===== src/logic/mbh_pkg.sv =====
// Package for the mode button and lamp controller.
// Assumes a 125 MHz system clock.
package mbh_pkg;
    localparam int unsigned CLK_HZ = 125_000_000;
    localparam int unsigned BLINK_MS = 250;
    localparam int unsigned BLINK_CYC = CLK_HZ / 1000 * BLINK_MS;
    localparam int unsigned STARTUP_MS = 1000;
    localparam int unsigned STARTUP_CYC = CLK_HZ / 1000 * STARTUP_MS;
    localparam int unsigned HOLD_STEP_MS = 1000;
    localparam int unsigned HOLD_STEP_CYC = CLK_HZ / 1000 * HOLD_STEP_MS;
    localparam int unsigned TUNE_TIMEOUT_S = 7;
    localparam int unsigned TUNE_TIMEOUT_CYC = CLK_HZ * TUNE_TIMEOUT_S;
    localparam int unsigned TEST_TIMEOUT_S = 120;
    localparam longint unsigned TEST_TIMEOUT_CYC =
        64'(CLK_HZ) * TEST_TIMEOUT_S;
    localparam int unsigned FACTORY_MS = 5500;
    localparam int unsigned FACTORY_CYC = CLK_HZ / 1000 * FACTORY_MS;
    localparam int unsigned FACTORY_BLINKS = 3;
    localparam int unsigned DISCOVER_MAX = 10;
    localparam int unsigned CNT_W = 34;

    // Lamp vector bit positions
    localparam int unsigned LAMP_READY = 0;
    localparam int unsigned LAMP_GOOD = 1;
    localparam int unsigned LAMP_PHASE = 2;
    localparam int unsigned LAMP_LINK = 3;
    localparam int unsigned LAMP_NOREAD = 4;

    // Diagnostic message codes
    localparam logic [1:0] DIAG_OTHER = 2'h0;
    localparam logic [1:0] DIAG_MOTOR = 2'h1;
    localparam logic [1:0] DIAG_LASER = 2'h2;

    typedef enum logic [3:0] {
        ST_STARTUP = 4'h0,
        ST_IDLE = 4'h1,
        ST_HOLD = 4'h3,
        ST_TEST = 4'h2,
        ST_DISC = 4'h6,
        ST_TUNE = 4'h7,
        ST_RESTART = 4'h5,
        ST_STORE = 4'h4,
        ST_FACTORY = 4'hC,
        ST_FBLINK = 4'hD
    } mbh_state_t;

    typedef enum logic [1:0] {
        FN_TEST = 2'h0,
        FN_DISC = 2'h1,
        FN_TUNE = 2'h2
    } mbh_func_t;

    // Health and decode events from the decoder core
    typedef struct packed {
        logic motor_fail;
        logic laser_fail;
        logic other_fail;
        logic motor_on;
        logic laser_on;
        logic good_read;
        logic no_read;
        logic code_found;
        logic multi_in_line;
        logic [2:0] rate_level;
    } mbh_core_t;

    // Commands towards the decoder core, all registered
    typedef struct packed {
        logic laser_force_on;
        logic restart;
        logic store_codes;
        logic store_tuning;
        logic tune_active;
        logic multi_label_en;
        logic factory_restore;
        logic diag_valid;
        logic [1:0] diag_code;
    } mbh_cmd_t;
endpackage


===== src/logic/mbh_ctrl.sv =====
// Mode button and five-lamp operator interface of the scanner.
// Assumes button and core signals synchronous to ref_clk, debounced.
// Behaviour
// - Failure blinks ready and no-read lamps together
// - Other failure alone lights good-read lamp steadily
// - Motor failure lights reading-phase lamp steadily
// - Laser failure lights link-activity lamp steadily
// - Optional diagnostic message names the failure
// - Button ignored in idle while motor or laser off
// - Press shows no-read; hold steps; release enters
// - Test mode shows bar graph; none blinks
// - Single press leaves test mode
// - Discovery turns laser on, blinks its lamp
// - Up to ten codes; steady on detection
// - Several codes in line enable multi-label
// - Press ends discovery; restart then store codes
// - Tuning turns laser on, blinks; steady on detect
// - Tuning ends on decode or seven seconds
// - After tuning restart then store parameters
// - Tuning never alters enabled symbologies
// - Held at power-up restores factory, blinks thrice
// - Test mode ends itself after two minutes
// - Startup and restart blink all lamps one second
`timescale 1ns/100ps
`default_nettype none
module mbh_ctrl
    import mbh_pkg::*;
#(
    parameter longint unsigned TEST_TIMEOUT = TEST_TIMEOUT_CYC,
    parameter int unsigned TUNE_TIMEOUT = TUNE_TIMEOUT_CYC,
    parameter int unsigned STARTUP_TIME = STARTUP_CYC,
    parameter int unsigned HOLD_STEP = HOLD_STEP_CYC,
    parameter int unsigned FACTORY_TIME = FACTORY_CYC,
    parameter int unsigned BLINK_HALF = BLINK_CYC
) (
    input wire logic ref_clk, // System clock
    input wire logic rst, // Asynchronous reset, high
    input wire logic clk_en, // Freezes all state while low
    input wire logic button, // Mode button, high while pressed
    input wire logic diag_en, // Diagnostic message option
    input wire mbh_core_t core, // Status from decoder core
    output var mbh_cmd_t cmd, // Commands to decoder core
    output logic [4:0] lamp // Lamps: ready,good,phase,link,noread
);
    typedef struct packed {
        mbh_state_t st;
        mbh_func_t fn;
        logic [CNT_W-1:0] cnt;
        logic [CNT_W-1:0] blink_cnt;
        logic blink;
        logic btn_q;
        logic first;
        logic [3:0] codes;
        logic [1:0] fblinks;
        logic found;
        logic fail_q;
        mbh_cmd_t cmd;
        logic [4:0] lamp;
    } mbh_regs_t;

    mbh_regs_t s_reg;
    mbh_regs_t s_next;

    logic press;
    logic release_ev;
    logic any_fail;
    logic healthy;
    logic cnt_done_step;

    assign press = button && !s_reg.btn_q;
    assign release_ev = !button && s_reg.btn_q;
    assign any_fail = core.motor_fail || core.laser_fail || core.other_fail;
    assign healthy = core.motor_on && core.laser_on;
    assign cnt_done_step = s_reg.cnt >= CNT_W'(HOLD_STEP - 1);

    always_comb begin
        s_next = s_reg;
        s_next.btn_q = button;
        s_next.cnt = s_reg.cnt + CNT_W'(1);
        s_next.cmd.restart = 1'b0;
        s_next.cmd.store_codes = 1'b0;
        s_next.cmd.store_tuning = 1'b0;
        s_next.cmd.diag_valid = 1'b0;
        // Free-running blink phase shared by all lamps
        if (s_reg.blink_cnt >= CNT_W'(BLINK_HALF - 1)) begin
            s_next.blink_cnt = '0;
            s_next.blink = !s_reg.blink;
        end else begin
            s_next.blink_cnt = s_reg.blink_cnt + CNT_W'(1);
        end
        // One message per new failure when the option is on
        s_next.fail_q = any_fail;
        if (diag_en && any_fail && !s_reg.fail_q) begin
            s_next.cmd.diag_valid = 1'b1;
            s_next.cmd.diag_code = core.motor_fail ? DIAG_MOTOR :
                core.laser_fail ? DIAG_LASER : DIAG_OTHER;
        end
        case (s_reg.st)
            ST_STARTUP: begin
                s_next.lamp = {5{s_reg.blink}};
                if (s_reg.first && s_reg.cnt == '0 && button) begin
                    s_next.st = ST_FACTORY;
                    s_next.cmd.factory_restore = 1'b1;
                    s_next.cnt = '0;
                end else if (s_reg.cnt >= CNT_W'(STARTUP_TIME - 1)) begin
                    s_next.st = ST_IDLE;
                    s_next.first = 1'b0;
                    s_next.btn_q = 1'b1;
                end
            end
            ST_FACTORY: begin
                s_next.lamp = '0;
                if (s_reg.cnt >= CNT_W'(FACTORY_TIME - 1)) begin
                    s_next.cmd.factory_restore = 1'b0;
                    s_next.st = ST_FBLINK;
                    s_next.cnt = '0;
                    s_next.fblinks = '0;
                end
            end
            ST_FBLINK: begin
                s_next.lamp = (s_reg.cnt < CNT_W'(BLINK_HALF)) ? '1 : '0;
                if (s_reg.cnt >= CNT_W'(2 * BLINK_HALF - 1)) begin
                    s_next.cnt = '0;
                    s_next.fblinks = s_reg.fblinks + 2'h1;
                    if (s_reg.fblinks == 2'(FACTORY_BLINKS - 1)) begin
                        s_next.st = ST_STARTUP;
                        s_next.first = 1'b0;
                    end
                end
            end
            ST_IDLE: begin
                s_next.cnt = '0;
                if (any_fail) begin
                    s_next.lamp[LAMP_READY] = s_reg.blink;
                    s_next.lamp[LAMP_NOREAD] = s_reg.blink;
                    s_next.lamp[LAMP_GOOD] = core.other_fail &&
                        !core.motor_fail && !core.laser_fail;
                    s_next.lamp[LAMP_PHASE] = core.motor_fail;
                    s_next.lamp[LAMP_LINK] = core.laser_fail;
                end else begin
                    s_next.lamp = '0;
                    s_next.lamp[LAMP_READY] = 1'b1;
                    s_next.lamp[LAMP_GOOD] = core.good_read;
                    s_next.lamp[LAMP_NOREAD] = core.no_read;
                end
                if (press && healthy) begin
                    s_next.st = ST_HOLD;
                    s_next.fn = FN_TEST;
                    s_next.lamp = '0;
                    s_next.lamp[LAMP_NOREAD] = 1'b1;
                end
            end
            ST_HOLD: begin
                if (!healthy) begin
                    s_next.st = ST_IDLE;
                end else if (release_ev) begin
                    s_next.cnt = '0;
                    s_next.found = 1'b0;
                    s_next.codes = '0;
                    case (s_reg.fn)
                        FN_TEST: s_next.st = ST_TEST;
                        FN_DISC: begin
                            s_next.st = ST_DISC;
                            s_next.cmd.laser_force_on = 1'b1;
                        end
                        default: begin
                            s_next.st = ST_TUNE;
                            s_next.cmd.laser_force_on = 1'b1;
                            s_next.cmd.tune_active = 1'b1;
                        end
                    endcase
                end else if (cnt_done_step) begin
                    s_next.cnt = '0;
                    s_next.fn = (s_reg.fn == FN_TUNE) ? FN_TEST :
                        mbh_func_t'(s_reg.fn + 2'h1);
                end
                if (healthy && !release_ev) begin
                    s_next.lamp = '0;
                    case (s_next.fn)
                        FN_TEST: s_next.lamp[LAMP_NOREAD] = 1'b1;
                        FN_DISC: s_next.lamp[LAMP_PHASE] = 1'b1;
                        default: s_next.lamp[LAMP_LINK] = 1'b1;
                    endcase
                end
            end
            ST_TEST: begin
                for (int i = 0; i < 5; i++) begin
                    s_next.lamp[i] = 32'(core.rate_level) > i;
                end
                if (core.rate_level == 3'h0) begin
                    s_next.lamp = '0;
                    s_next.lamp[LAMP_NOREAD] = s_reg.blink;
                end
                if (press || 64'(s_reg.cnt) >= TEST_TIMEOUT - 1) begin
                    s_next.st = ST_IDLE;
                    s_next.btn_q = 1'b1;
                end
            end
            ST_DISC: begin
                s_next.lamp = '0;
                s_next.lamp[LAMP_PHASE] = s_reg.found ? 1'b1 :
                    s_reg.blink;
                if (core.code_found &&
                        s_reg.codes < 4'(DISCOVER_MAX)) begin
                    s_next.codes = s_reg.codes + 4'h1;
                    s_next.found = 1'b1;
                    s_next.cnt = '0;
                    if (core.multi_in_line) begin
                        s_next.cmd.multi_label_en = 1'b1;
                    end
                end else if (s_reg.found && cnt_done_step) begin
                    s_next.found = 1'b0;
                end
                if (press) begin
                    s_next.st = ST_RESTART;
                    s_next.fn = FN_DISC;
                    s_next.cnt = '0;
                    s_next.cmd.laser_force_on = 1'b0;
                    s_next.cmd.restart = 1'b1;
                end
            end
            ST_TUNE: begin
                s_next.lamp = '0;
                s_next.lamp[LAMP_LINK] = s_reg.found ? 1'b1 :
                    s_reg.blink;
                if (core.code_found) begin
                    s_next.found = 1'b1;
                end
                if (core.good_read ||
                        s_reg.cnt >= CNT_W'(TUNE_TIMEOUT - 1)) begin
                    s_next.st = ST_RESTART;
                    s_next.fn = FN_TUNE;
                    s_next.cnt = '0;
                    s_next.cmd.laser_force_on = 1'b0;
                    s_next.cmd.tune_active = 1'b0;
                    s_next.cmd.restart = 1'b1;
                end
            end
            ST_RESTART: begin
                s_next.lamp = {5{s_reg.blink}};
                if (s_reg.cnt >= CNT_W'(STARTUP_TIME - 1)) begin
                    s_next.st = ST_STORE;
                end
            end
            ST_STORE: begin
                s_next.cmd.store_codes = (s_reg.fn == FN_DISC);
                s_next.cmd.store_tuning = (s_reg.fn == FN_TUNE);
                s_next.st = ST_IDLE;
                s_next.btn_q = 1'b1;
            end
            default: s_next.st = ST_IDLE;
        endcase
        // A failure takes over the lamps in the operating modes too
        if (any_fail && s_next.st == s_reg.st &&
                (s_reg.st == ST_TEST || s_reg.st == ST_DISC ||
                s_reg.st == ST_TUNE)) begin
            s_next.lamp[LAMP_READY] = s_reg.blink;
            s_next.lamp[LAMP_NOREAD] = s_reg.blink;
            s_next.lamp[LAMP_GOOD] = core.other_fail &&
                !core.motor_fail && !core.laser_fail;
            s_next.lamp[LAMP_PHASE] = core.motor_fail;
            s_next.lamp[LAMP_LINK] = core.laser_fail;
        end
    end

    always_ff @(posedge ref_clk or posedge rst) begin
        if (rst) begin
            s_reg <= '0;
            s_reg.st <= ST_STARTUP;
            s_reg.first <= 1'b1;
        end else if (clk_en) begin
            s_reg <= s_next;
        end
    end

    assign cmd = s_reg.cmd;
    assign lamp = s_reg.lamp;
endmodule
`default_nettype wire


===== config.mk =====
export PLATFORM = sky130hd
export DESIGN_NAME = mbh_ctrl
export DESIGN_NICKNAME = d
export VERILOG_FILES = /design/src/logic/mbh_pkg.sv /design/src/logic/mbh_ctrl.sv
export SDC_FILE = /design/constraint.sdc
export NUM_CORES = 1
export LEC_CHECK = 0
export CAP_MARGIN = 10
export CORE_ASPECT_RATIO = 1.1
export CORE_MARGIN = 5
export CORE_UTILIZATION = 30
export CTS_BUF_LIST = sky130_fd_sc_hd__clkbuf_8
export CTS_CLUSTER_SIZE = 12
export DETAILED_ROUTE_END_ITERATION = 12
export DONT_BUFFER_PORTS = 1
export PLACE_DENSITY = 0.44
export SETUP_SLACK_MARGIN = 0.15
export SYNTH_ARGS = -nofsm -noshare
export SYNTH_HDL_FRONTEND = slang
export SYNTH_SLANG_ARGS = --single-unit

===== constraint.sdc =====
create_clock -name ref_clk -period 3.3 [get_ports ref_clk]
set_input_delay 0.495 -clock ref_clk [delete_from_list [all_inputs] [get_ports ref_clk]]
set_output_delay 0.495 -clock ref_clk [all_outputs]
set_load 0.01 [all_outputs]

; ---- Yosys cells after proc, flatten, opt, wreduce, memory -nomap -nowiden
; Index checks and enable logic that the tools add are counted.
[totals]
output_inout_bits = 15
inputBits = 17
ff_bits = 100
wordCells = 203
[classes]
order_cmp = 13
n_mux = 77
eq_ne = 31
add_sub_neg = 5
n_reduce_logical = 56
[op_table]
columns = operator, count
row1 = $pmux 34 s7, 1
row2 = $mux 34, 6
row3 = $mux 36, 3
row4 = $mux 40, 2
row5 = $add 34x1->34 const B, 2
row6 = $ge 34x30->1 const B, 2
row7 = $mux 4, 12
row8 = $pmux 5 s8, 1
row9 = $pmux 4 s9, 1
row10 = $ge 34x25->1 const B, 1
row11 = $ge 34x26->1 const B, 1
row12 = $ge 34x27->1 const B, 1
row13 = $ge 34x34->1 const B, 1
row14 = $logic_not 34->1, 1
row15 = $lt 34x25->1 const B, 1
row16 = $mux 5, 6
row17 = $ne 2x2->1 const B, 15
row18 = $mux 2, 11
row19 = $mux 1, 21
row20 = $reduce_and 6->1, 3
row21 = $eq 4x3->1 const B, 4
row22 = $logic_and 1x1->1, 15
row23 = $reduce_and 4->1, 3
row24 = $reduce_and 5->1, 2
row25 = 34 further kinds, 66

; ---- Depth between registers and ports, before layout
[depth]
ltp_word = 12
depth_mapped = 11

; ---- Worst setup path before layout
; Ideal clock, no wire load.
[synth_timing]
path_type = register -> register
startpoint = register s_reg[60] in the netlist's numbering
endpoint = register s_reg[90] in the netlist's numbering
slack_ps = 807
arrival_time_ps = 2374
required_time_ps = 3181
stages_incl_launch_ff = 10
n_path_buf = 1
setup_time_ps = 119
cell_sequence = dfrtp_1 > ha_1 > nand4_2 > or3_1 > buf_2 > or4_4 > or3_4 > nor3_2 > xnor2_1 > nor2_1
[synth_between]
elab_chain_len = 6
elab_cells_between_ends = 20
cone_classes = add/sub: 1 / order compare: 4 / mux: 11 / reduce/logical: 4
[synth_rtl]
columns = item, line_no
row1 = "start, declared", mbh_ctrl.sv:61  ; mbh_regs_t s_reg;
row2 = "start signal, assigned", mbh_ctrl.sv:272  ; s_reg <= s_next;
row3 = $add 34x1->34 / $ge 34x27->1 (equally long branches), "mbh_ctrl.sv:79, mbh_ctrl.sv:74"
row4 = $mux 36, mbh_ctrl.sv:172  ; end else if (cnt_done_step) begin
row5 = $mux 34, mbh_ctrl.sv:156  ; end else if (release_ev) begin
row6 = $mux 36, mbh_ctrl.sv:154  ; if (!healthy) begin
row7 = $mux 36, mbh_ctrl.sv:98  ; case (s_reg.st)
row8 = $pmux 34 s7 (*), mbh_ctrl.sv:98
; Mark *: on every way between the ends. The rest lies on a longest branch, timed or not. The select of a mux whose other input is x is not followed.
; A chain may end at the register's enable or synchronous reset.

; ---- Worst setup path after layout
[layout_timing]
startpoint = register s_reg[92] in the netlist's numbering
endpoint = register s_reg, in the netlist lamp[0]
[layout_between]
elab_chain_len = 10
elab_cells_between_ends = 28
cone_classes = order compare: 6 / eq/ne: 2 / mux: 11 / reduce/logical: 9
[layout_rtl]
columns = item
row1 = branches (longest 10 deep; another with $ge 34x27->1)
; Parallel ways; which one is timed is not known. The select of a mux whose other input is x is not followed.

==> reports/qor.csv <==
metric,value,unit
status,"complete, no violations",
Filler cells,2255,
Post-CTS Setup Bufs,0,
n_diodes,0,
ys async rst share,100,%
largest net degree at the start of global routing,57,
max-slew violations,0,
antenna-violating nets left,0,
post-detail-place hpwl,12700,µm
clock buffer depth,2,
Hold WS,0.127,ns
die height,163,µm
Area Overhead vs Synth,5.54,%
Synth warnings,0,
GRT overflow,0,
Hold Crit Class,in -> async,
"Design Area, Final",0.00677,mm²
final WL,17600,µm
Final period util,88.9,%
total clock buffers created by CTS,9,
MaxCap Viol Count,0,
Layout Nets,753,
post-CTS sizing,0,
# clock sinks,100,
arrival time at the worst endpoint,3.22,ns
Port Buffer Count,0,
number of enable flip-flop cells after synthesis,0,
Synth Instances,767,
setup TNS,0,ns
Crit Path Class,reg -> reg,
worst vdd ir,194,µV
initial drt markers,484,
antenna violations before repair,0,
die width,149,µm
root buffer cell,clkbuf_8,
prevailing post-synth register cell,dfrtp_1,
Largest register FFs,85,
Storage cell area,0.00250,mm²
footprint of the multi-input gates,0.00350,mm²
crit start category,flop,
routability cong.,0.891,
GRT Total Usage,14.8,%
drt drc,0,
Cell Rows,56,
CTS tree,done,
WP data required,3.59,ns
FMAX,0.341,GHz
I/O pin total,32,
Tmin final,2.93,ns
PwrDens,486,mW/mm²
vias per cell,5.36,
Slew headroom,42.5,%
via count,5495,
first-pass GRT wire length,29100,µm
slew at the pin with the worst max-slew slack,0.858,ns
H-tree levels,3,
Avg Inst Size Synth,8.36,µm²
syn_nets,789,
area of the core,0.0212,mm²
DP Area,0.00656,mm²
clk_lat worst skew,0.40,ns
Starting Density,30.3,%
Worst Skew,0.0235,ns
"FF+latch count, synth",100,
crit path capture type,flop,
"Reg clk slew, reported paths",0.12,ns
Avg WL per Cell,17.2,µm
share of cells above drive strength 1,7.34,%
RSZ-0062 raised after global routing,no,
DR pass1 iterations,5,
count of unique library cells instantiated by Yosys,79,
Pleak,0.00278,µW
count of final hold-check violations,0,
number of global-route vias before repair,5386,
final-report setup violation count,0,
hold_buf cts,0,
Die Area,0.0244,mm²
synthesized area,0.00641,mm²
Crit Path Max Fanout,6,
register area share after synthesis,39.0,%
[cell families after synthesis]
kind of cell	count (synthesis)	share of synthesized area (%)
compound gates	156	16.8
fa+ha+maj	5	0.975
xor+xnor	56	7.65
simple gates	366	28.5
flops	100	39.0
buf+inv	80	6.44
mux	4	0.663
[through the flow]
step	total power [µW]	util [%]	instances	setup slack [ns]
final	3290	32.0	1026	0.365
after detailed placement	2450	31.0	1010	0.420
after global placement	2430	31.0	1010	0.410
after CTS	3340	32.0	1026	0.356
after floorplan	2290	-	767	0.188
after global routing	3510	32.0	1026	0.247
[report_power, final]
part / total [µW] / switching, µW / internal [µW] / leakage [µW]
logic: 879 / 540 / 340 / 0.00134
registers: 1540 / 169 / 1370 / 0.00134
clock network: 870 / 484 / 385 / 0.000109
total: 3290 / 1190 / 2100 / 0.00278
[cell usage after synthesis, types with 6 or more instances]
| cell | n | area share (%) |
|---|---|---|
| buf_6 | 6 | 1.1 |
| nand2_1 | 70 | 4.1 |
| nor2b_1 | 6 | 0.59 |
| dfrtp_1 | 99 | 39 |
| o41ai_1 | 6 | 0.82 |
| nor3_1 | 22 | 1.7 |
| a211oi_1 | 12 | 1.4 |
| xnor2_1 | 24 | 3.3 |
| a21oi_1 | 40 | 3.1 |
| a31oi_1 | 8 | 0.78 |
| clkbuf_1 | 29 | 1.7 |
| nor4_1 | 13 | 1.3 |
| or4_1 | 6 | 0.70 |
| inv_1 | 16 | 0.94 |
| nand4_1 | 18 | 1.8 |
| nand3_1 | 27 | 2.1 |
| and4_1 | 7 | 0.96 |
| nor2_1 | 131 | 7.7 |
| buf_2 | 9 | 0.70 |
| nand2b_1 | 9 | 0.88 |
| o21ai_0 | 33 | 2.6 |
| and3_1 | 21 | 2.0 |
| xor2_1 | 32 | 4.4 |
| or3_1 | 6 | 0.59 |
| buf_4 | 15 | 1.8 |
[per-layer routing]
layer  share of wire, %  up-vias  GRT usage [%]  wire length [µm]
met5                  0        -              0                 0
met4                2.5        0           5.41               443
met3                4.5       29           2.94               787
li1                   -     2652              -                 -
met2                 47      147           23.8              8240
met1                 46     2667           19.6              8150
[worst max-delay path, stage by stage (launching register included)]
cell       delay, ns
dfrtp_1         0.45
or4_4           0.61
or3b_1          0.45
a2111oi_1       0.55
a31oi_1         0.25
o211a_1         0.20
o311a_1         0.12
a211oi_1        0.21
[cells in the final DEF (no fill, tap or decap), types with 4 or more instances in the layout]
| cell | n |
|---|---|
| or3_1 | 6 |
| nand4_1 | 18 |
| nand4b_1 | 5 |
| a21oi_1 | 40 |
| buf_4 | 16 |
| and3_1 | 21 |
| a31oi_1 | 8 |
| o41ai_1 | 6 |
| and2_1 | 5 |
| xor2_1 | 32 |
| nor4_1 | 13 |
| nor2b_1 | 6 |
| inv_1 | 15 |
| xnor2_1 | 24 |
| a211oi_1 | 12 |
| clkbuf_8 | 10 |
| o211ai_1 | 4 |
| nand2_1 | 70 |
| dfrtp_1 | 99 |
| nor2_1 | 131 |
| and4_1 | 7 |
| or4_4 | 5 |
| or4_1 | 6 |
| nand3b_1 | 4 |
| a41oi_1 | 5 |
| ha_1 | 5 |
| nor3_1 | 21 |
| nand3_1 | 27 |
| nand2b_1 | 9 |
| o21ai_0 | 33 |
[worst paths after layout]
kind                                            start               endpoint  slack [ns]  cells after the start
worst max register to register  s_reg[92]$_DFFE_PP0P_    lamp[0]$_DFFE_PP0P_        0.37                      7
worst min-delay path                              rst    lamp[2]$_DFFE_PP0P_        0.13                      1
worst max-delay path            s_reg[92]$_DFFE_PP0P_    lamp[0]$_DFFE_PP0P_        0.37                      7
min in group ref_clk                           clk_en  s_reg[97]$_DFFE_PP0P_        0.19                      1
max in group asynchronous                         rst  s_reg[86]$_DFFE_PP0P_        2.35                      2
worst min register to register  s_reg[23]$_DFFE_PP1P_  s_reg[23]$_DFFE_PP1P_        0.45                      2
[final cells by class]
type	count	area share, %
clock inverter	6	1.13
multi-input combinational	587	51.7
inverter	17	0.979
clock buffer	10	2.03
timing repair buffer	16	1.77
sequential	100	37.0
tap	290	5.36
Note: power is estimated with default switching activity, not from simulation.
